===== src/gpa_pkg.sv =====
// Package: register map, field layout and carriers for gain/limit block
package gpa_pkg;
   localparam logic [4:0] GPA_OFS_INT_SOURCE = 5'h03;
   localparam logic [4:0] GPA_OFS_GAIN       = 5'h07;
   localparam logic [4:0] GPA_OFS_LOW_LOWER  = 5'h08;
   localparam logic [4:0] GPA_OFS_LOW_UPPER  = 5'h09;
   localparam logic [4:0] GPA_OFS_HIGH_LOWER = 5'h0a;
   localparam logic [4:0] GPA_OFS_HIGH_UPPER = 5'h0b;

   localparam int GPA_CMD_BIT      = 7;
   localparam int GPA_ADDR_MSB     = 4;
   localparam int GPA_GAIN_MSB     = 5;
   localparam int GPA_GAIN_LSB     = 4;
   localparam int GPA_PRESCALE_MSB = 2;
   localparam int GPA_SOURCE_MSB   = 1;

   localparam logic [7:0] GPA_GAIN_MASK   = 8'h37;
   localparam logic [7:0] GPA_SOURCE_MASK = 8'h03;

   localparam logic [7:0] GPA_RST_GAIN   = 8'h00;
   localparam logic [7:0] GPA_RST_LIMIT  = 8'h00;
   localparam logic [7:0] GPA_RST_SOURCE = 8'h00;
   localparam logic [4:0] GPA_RST_PTR    = 5'h00;

   // Gain codes and relative factors
   localparam logic [1:0] GPA_GAIN_1X  = 2'h0;
   localparam logic [1:0] GPA_GAIN_4X  = 2'h1;
   localparam logic [1:0] GPA_GAIN_16X = 2'h2;
   localparam logic [6:0] GPA_FACTOR_1  = 7'h01;
   localparam logic [6:0] GPA_FACTOR_4  = 7'h04;
   localparam logic [6:0] GPA_FACTOR_16 = 7'h10;
   localparam logic [6:0] GPA_FACTOR_64 = 7'h40;

   // Channel selection codes
   localparam logic [1:0] GPA_SRC_GREEN = 2'h0;
   localparam logic [1:0] GPA_SRC_RED   = 2'h1;
   localparam logic [1:0] GPA_SRC_BLUE  = 2'h2;

   typedef struct packed {
      logic [7:0] upper;
      logic [7:0] lower;
   } gpa_limit_t;

   typedef struct packed {
      logic [15:0] clear;
      logic [15:0] blue;
      logic [15:0] red;
      logic [15:0] green;
   } gpa_counts_t;

   typedef enum logic [1:0] {
      GPA_ST_IDLE = 2'b01,
      GPA_ST_DATA = 2'b10
   } gpa_wr_state_t;
endpackage

===== src/gpa_core.sv =====
// Gain, prescaler, limit registers and limit compare for a 4-channel readout
//
// How it works
// - One gain field drives all channels
// - Gain codes select 1x, 4x, 16x, 64x
// - Prescaler field right-shifts the selected channel count
// - Codes 000-110 divide by 1 to 64
// - Each limit is upper byte over lower
// - Interrupt when result at or below low
// - Interrupt when result above high limit
// - Low limit bytes at 08h and 09h
// - High limit bytes at 0Ah and 0Bh
// - Limit bytes reset to zero
// - Send Byte with MSB set loads pointer
// - Selection picks green, red, blue, clear
`timescale 1ns/100ps
module gpa_core
   import gpa_pkg::*;
(
   input  wire logic        clk_in,
   input  wire logic        rst_in,
   input  wire logic        wr_valid_in,
   input  wire logic        wr_first_in,
   input  wire logic [7:0]  wr_data_in,
   input  wire logic        rd_req_in,
   output logic      [7:0]  rd_data_out,
   output logic             rd_valid_out,
   input  wire gpa_counts_t count_in,
   input  wire logic        conv_done_in,
   output logic      [1:0]  gain_sel_out,
   output logic      [6:0]  gain_factor_out,
   output logic      [15:0] scaled_out,
   output logic             int_out
);
   gpa_wr_state_t wr_state;
   logic [4:0]    ptr;
   logic [7:0]    gain_reg;
   logic [7:0]    source_reg;
   gpa_limit_t    low_limit;
   gpa_limit_t    high_limit;
   logic [15:0]   next_scaled;
   logic          data_wr;
   logic          cmd_wr;

   function automatic logic [6:0] gain_factor(input logic [1:0] code);
      case (code)
         GPA_GAIN_1X:  gain_factor = GPA_FACTOR_1;
         GPA_GAIN_4X:  gain_factor = GPA_FACTOR_4;
         GPA_GAIN_16X: gain_factor = GPA_FACTOR_16;
         default:      gain_factor = GPA_FACTOR_64;
      endcase
   endfunction

   function automatic logic [15:0] pick(input gpa_counts_t c,
                                        input logic [1:0]  s);
      case (s)
         GPA_SRC_GREEN: pick = c.green;
         GPA_SRC_RED:   pick = c.red;
         GPA_SRC_BLUE:  pick = c.blue;
         default:       pick = c.clear;
      endcase
   endfunction

   function automatic logic [7:0] reg_read(input logic [4:0] a,
                                           input logic [7:0] g,
                                           input logic [7:0] s,
                                           input gpa_limit_t lo,
                                           input gpa_limit_t hi);
      case (a)
         GPA_OFS_INT_SOURCE: reg_read = s;
         GPA_OFS_GAIN:       reg_read = g;
         GPA_OFS_LOW_LOWER:  reg_read = lo.lower;
         GPA_OFS_LOW_UPPER:  reg_read = lo.upper;
         GPA_OFS_HIGH_LOWER: reg_read = hi.lower;
         GPA_OFS_HIGH_UPPER: reg_read = hi.upper;
         default:            reg_read = 8'h00;
      endcase
   endfunction

   // First byte with MSB set is a command; later bytes are data
   assign cmd_wr  = wr_valid_in && wr_first_in && wr_data_in[GPA_CMD_BIT];
   assign data_wr = wr_valid_in && !wr_first_in && (wr_state == GPA_ST_DATA);

   always_ff @(posedge clk_in) begin
      if (rst_in) begin
         wr_state <= GPA_ST_IDLE;
      end else if (wr_valid_in && wr_first_in) begin
         wr_state <= cmd_wr ? GPA_ST_DATA : GPA_ST_IDLE;
      end
   end

   // Pointer: loaded by command, advances on each data byte or read
   always_ff @(posedge clk_in) begin
      if (rst_in) begin
         ptr <= GPA_RST_PTR;
      end else if (cmd_wr) begin
         ptr <= wr_data_in[GPA_ADDR_MSB:0];
      end else if (data_wr || rd_req_in) begin
         ptr <= ptr + 5'h01;
      end
   end

   always_ff @(posedge clk_in) begin
      if (rst_in) begin
         gain_reg   <= GPA_RST_GAIN;
         source_reg <= GPA_RST_SOURCE;
      end else if (data_wr) begin
         case (ptr)
            GPA_OFS_GAIN:       gain_reg   <= wr_data_in & GPA_GAIN_MASK;
            GPA_OFS_INT_SOURCE: source_reg <= wr_data_in & GPA_SOURCE_MASK;
            default:            ;
         endcase
      end
   end

   always_ff @(posedge clk_in) begin
      if (rst_in) begin
         low_limit  <= {GPA_RST_LIMIT, GPA_RST_LIMIT};
         high_limit <= {GPA_RST_LIMIT, GPA_RST_LIMIT};
      end else if (data_wr) begin
         case (ptr)
            GPA_OFS_LOW_LOWER:  low_limit.lower  <= wr_data_in;
            GPA_OFS_LOW_UPPER:  low_limit.upper  <= wr_data_in;
            GPA_OFS_HIGH_LOWER: high_limit.lower <= wr_data_in;
            GPA_OFS_HIGH_UPPER: high_limit.upper <= wr_data_in;
            default:            ;
         endcase
      end
   end

   always_ff @(posedge clk_in) begin
      if (rst_in) begin
         rd_data_out  <= 8'h00;
         rd_valid_out <= 1'b0;
      end else begin
         rd_valid_out <= rd_req_in;
         if (rd_req_in) begin
            rd_data_out <= reg_read(ptr, gain_reg, source_reg,
                                    low_limit, high_limit);
         end
      end
   end

   // Common gain to the analog front end
   always_ff @(posedge clk_in) begin
      if (rst_in) begin
         gain_sel_out    <= GPA_GAIN_1X;
         gain_factor_out <= GPA_FACTOR_1;
      end else begin
         gain_sel_out    <= gain_reg[GPA_GAIN_MSB:GPA_GAIN_LSB];
         gain_factor_out <= gain_factor(
                               gain_reg[GPA_GAIN_MSB:GPA_GAIN_LSB]);
      end
   end

   // Divide by a power of two; code 111 is left to shift by seven
   assign next_scaled = pick(count_in, source_reg[GPA_SOURCE_MSB:0]) >>
                        gain_reg[GPA_PRESCALE_MSB:0];

   always_ff @(posedge clk_in) begin
      if (rst_in) begin
         scaled_out <= 16'h0000;
         int_out    <= 1'b0;
      end else if (conv_done_in) begin
         scaled_out <= next_scaled;
         int_out    <= (next_scaled <= low_limit) ||
                       (next_scaled > high_limit);
      end
   end
endmodule


===== config.mk =====
export PLATFORM = sky130hd
export DESIGN_NAME = gpa_core
export DESIGN_NICKNAME = d
export VERILOG_FILES = /design/src/gpa_pkg.sv /design/src/gpa_core.sv
export SDC_FILE = /design/constraint.sdc
export NUM_CORES = 1
export LEC_CHECK = 0
export ABC_AREA = 0
export BUFFER_PORTS_ARGS = -buffer_cell sky130_fd_sc_hd__buf_2
export CAP_MARGIN = 20
export CORE_AREA = 2 2 104 106
export DETAILED_ROUTE_END_ITERATION = 12
export DIE_AREA = 0 0 106 108
export PLACE_DENSITY_LB_ADDON = 0.05
export SLEW_MARGIN = 20
export SYNTH_ARGS = -nofsm -noshare
export SYNTH_HDL_FRONTEND = slang
export SYNTH_SLANG_ARGS = --single-unit

===== constraint.sdc =====
create_clock -name clk_in -period 5.63 [get_ports clk_in]
set_input_delay 0.563 -clock clk_in [delete_from_list [all_inputs] [get_ports clk_in]]
set_output_delay 0.563 -clock clk_in [all_outputs]
set_load 0.05 [all_outputs]

==> impl_metrics.py <==
metrics = {
    "die": {
        "dieWidth_um": 106,
        "fp.dieH_um": 108,
        "rows": 37,
        "core_area_mm2": 0.0102,
        "io_pins": 113,
        "start_util_pct": 49.4,
        "floorplan.die_area_mm2": 0.0114,
    },
    "synth": {
        "ys.flop_type": "dfxtp_1",
        "ys_async_sr_fraction_pct": 0,
        "synth_largest_area_cell": "dfxtp_1",
        "synthAdderAreaFrac_pct": 8.42,
        "synth_top_family_by_area": "multiplexers",
        "synthTopCellsByArea": "dfxtp_1, ha_1, mux2i_1",
        "syn_area_mm2": 0.00505,
        "yosys_warnings": 0,
        "synth_xor_area_share_pct": 0.693,
        "syn_inst": 573,
        "ys_types": 49,
        "synth_seq_cells": 78,
        "avgSynthCellArea_um2": 8.82,
        "synth_compound_gate_area_share_pct": 13.7,
        "synth-simple-area-share_pct": 17.6,
        "ys_seq_area_share_pct": 30.9,
        "yosysTopAreaCellShare_pct": 30.9,
        "synth_mux_area_share_pct": 21.5,
        "synth_edf_count": 0,
    },
    "clock_tree": {
        "cts_tree": "built",
        "h-tree-depth": 3,
        "post_cts.repair.setup_buffers": 0,
        "clockBufferDepth": 2,
        "cts-hold-fix-buffers": 0,
        "root_buffer": "clkbuf_8",
        "clock-sinks": 78,
        "numCtsBuffers": 9,
        "post_cts_resized": 0,
        "path_clk_slew_ns": 0.08,
        "clock_latency_ns": 0.38,
    },
    "route": {
        "wl_um": 14000,
        "routed_via_density": 5.60,
        "vias": 4480,
        "drt.antenna.violating_nets": 0,
        "first_iter_violations": 275,
        "wl_per_cell_um": 17.5,
        "remaining_drc_errors": 0,
        "dr.pass1.iters": 4,
    },
    "setup_path": {
        "path_max_fanout": 22,
        "end_kind": "flip-flop",
        "cp_data_arrival_time_ns": 4.01,
        "path_class": "reg -> reg",
        "required_ns": 5.86,
        "crit-reg2reg-launch": "source_reg[1]",
        "start_kind": "flip-flop",
        "critical_path.startpoint": "source_reg[1]",
    },
    "sta": {
        "tns_ns": 0,
        "min_period_over_period_pct": 67.2,
        "hold_viol_final": 0,
        "period_minus_slack_ns": 3.78,
        "worstMarginPinSlew_ns": 1.06,
        "setup_viol": 0,
        "rsz0062_at_grt": "false",
        "max_freq_ghz": 0.264,
        "slew_viol_final": 0,
        "hold_ws_ns": 0.468,
        "skew_ns": 0.0157,
        "slew_headroom_pct": 29.3,
    },
    "global_route": {
        "antenna_found_initial": 0,
        "use_met1_pct": 31.9,
        "grt_pass1_wl_um": 22100,
        "grtUsageTotal_pct": 25.1,
        "use_met2_pct": 42.2,
        "grt_max_degree": 75,
        "grt_most_used_layer": "met2",
        "grtUsageMet3_pct": 5.36,
        "gr-total-overflow": 0,
        "grt_pass1_vias": 4235,
    },
    "layout": {
        "syn2layout_area_growth_pct": 15.4,
        "largestRegisters": "high_limit: 16 flops, low_limit: 16 flops, scaled_out: 16 flops",
        "multi_input_area_mm2": 0.00316,
        "regArea_mm2": 0.00156,
        "num_antenna_cells": 0,
        "drive_gt1_share_pct": 23.8,
        "final_common_cell": "buf_2",
        "fill_cells": 965,
        "final_cell_mix": "buf_2, dfxtp_1, nand2_1",
        "num-nets-final": 771,
    },
    "hold_path": {
        "hp-start": "wr_state[1]",
        "worstHoldPathType": "reg -> reg",
    },
    "job": {
        "drv_cap": 0,
    },
    "placement": {
        "place.gp.congestion": 0.846,
        "dp_hpwl_um": 10400,
        "portBuffers": 109,
    },
    "power": {
        "p_per_area_mw_per_mm2": 215,
        "leakagePower_nw": 2.30,
        "vdd_drop_max_mv": 0.160,
    },
    "outcome": {
        "outcome": "completed",
    },
}
-- path summary, 6_finish.rpt --
path | endpoint | cells past startpoint | slack (ns)
worst max-delay path | int_out | 11 | 1.85
worst min-delay path | wr_state[1] | 2 | 0.47
worst max register to register | int_out | 11 | 1.85
worst min register to register | wr_state[1] | 2 | 0.47
-- synthesized netlist by cell type, types with 12 or more instances --
library cell  number
nor2_1            54
clkbuf_1          20
mux2_2            12
nor2b_1           14
ha_1              34
nand2_1           59
a21oi_1           52
nand3_1           42
mux2i_1           40
dfxtp_1           78
inv_1             37
-- per-stage QoR --
stage	setup WS, ns	power [mW]	util [%]	area, µm²	std cells
final	1.85	1.25	57.0	5830	800
after global routing	1.50	1.31	57.0	5830	800
after CTS	1.86	1.26	57.0	5830	800
after detailed placement	1.86	0.779	54.8	5600	784
after global placement	1.91	0.775	54.8	5600	784
after floorplan	2.59	0.710	-	5060	575
-- layout make-up --
cell class	instances	share of cell area, %
Clock buffer	10	2.36
Clock inverter	6	1.59
Inverter	37	2.38
Multi-Input combinational cell	420	54.1
Sequential cell	78	26.8
Tap cell	136	2.92
Timing Repair Buffer	113	9.87
-- report_power, final --
| group | internal (mW) | switching [mW] | leakage [nW] | total [mW] |
|---|---|---|---|---|
| clock network | 0.265 | 0.222 | 0.110 | 0.487 |
| logic | 0.0722 | 0.120 | 1.56 | 0.192 |
| registers | 0.564 | 0.0104 | 0.634 | 0.574 |
| total | 0.901 | 0.352 | 2.30 | 1.25 |
-- critical path: stages, from the launching register on --
cell and delay (ns):
dfxtp_1 0.92, mux4_1 0.48, mux2_2 0.32, mux2i_1 0.24, mux2i_1 0.22, ha_1 0.36, nand4_1 0.13, nor4_1 0.47
o21a_1 0.19, nor3_1 0.04, o2111ai_1 0.13, a41oi_2 0.14
-- cell families after synthesis --
family	count (synthesis)
adders and majority gates	34
and+or+nand+nor	195
other	1
buffers and inverters	77
AOI/OAI and AO/OA	109
xor gates and xnor gates	4
DFF	78
muxes	75
-- metal layers --
metal | wire length, µm | share of wire, %
met5 | 0 | 0
met4 | 425 | 3.0
met3 | 803 | 5.7
met2 | 6610 | 47
met1 | 6180 | 44
Note: power is estimated with default switching activity, not from simulation.
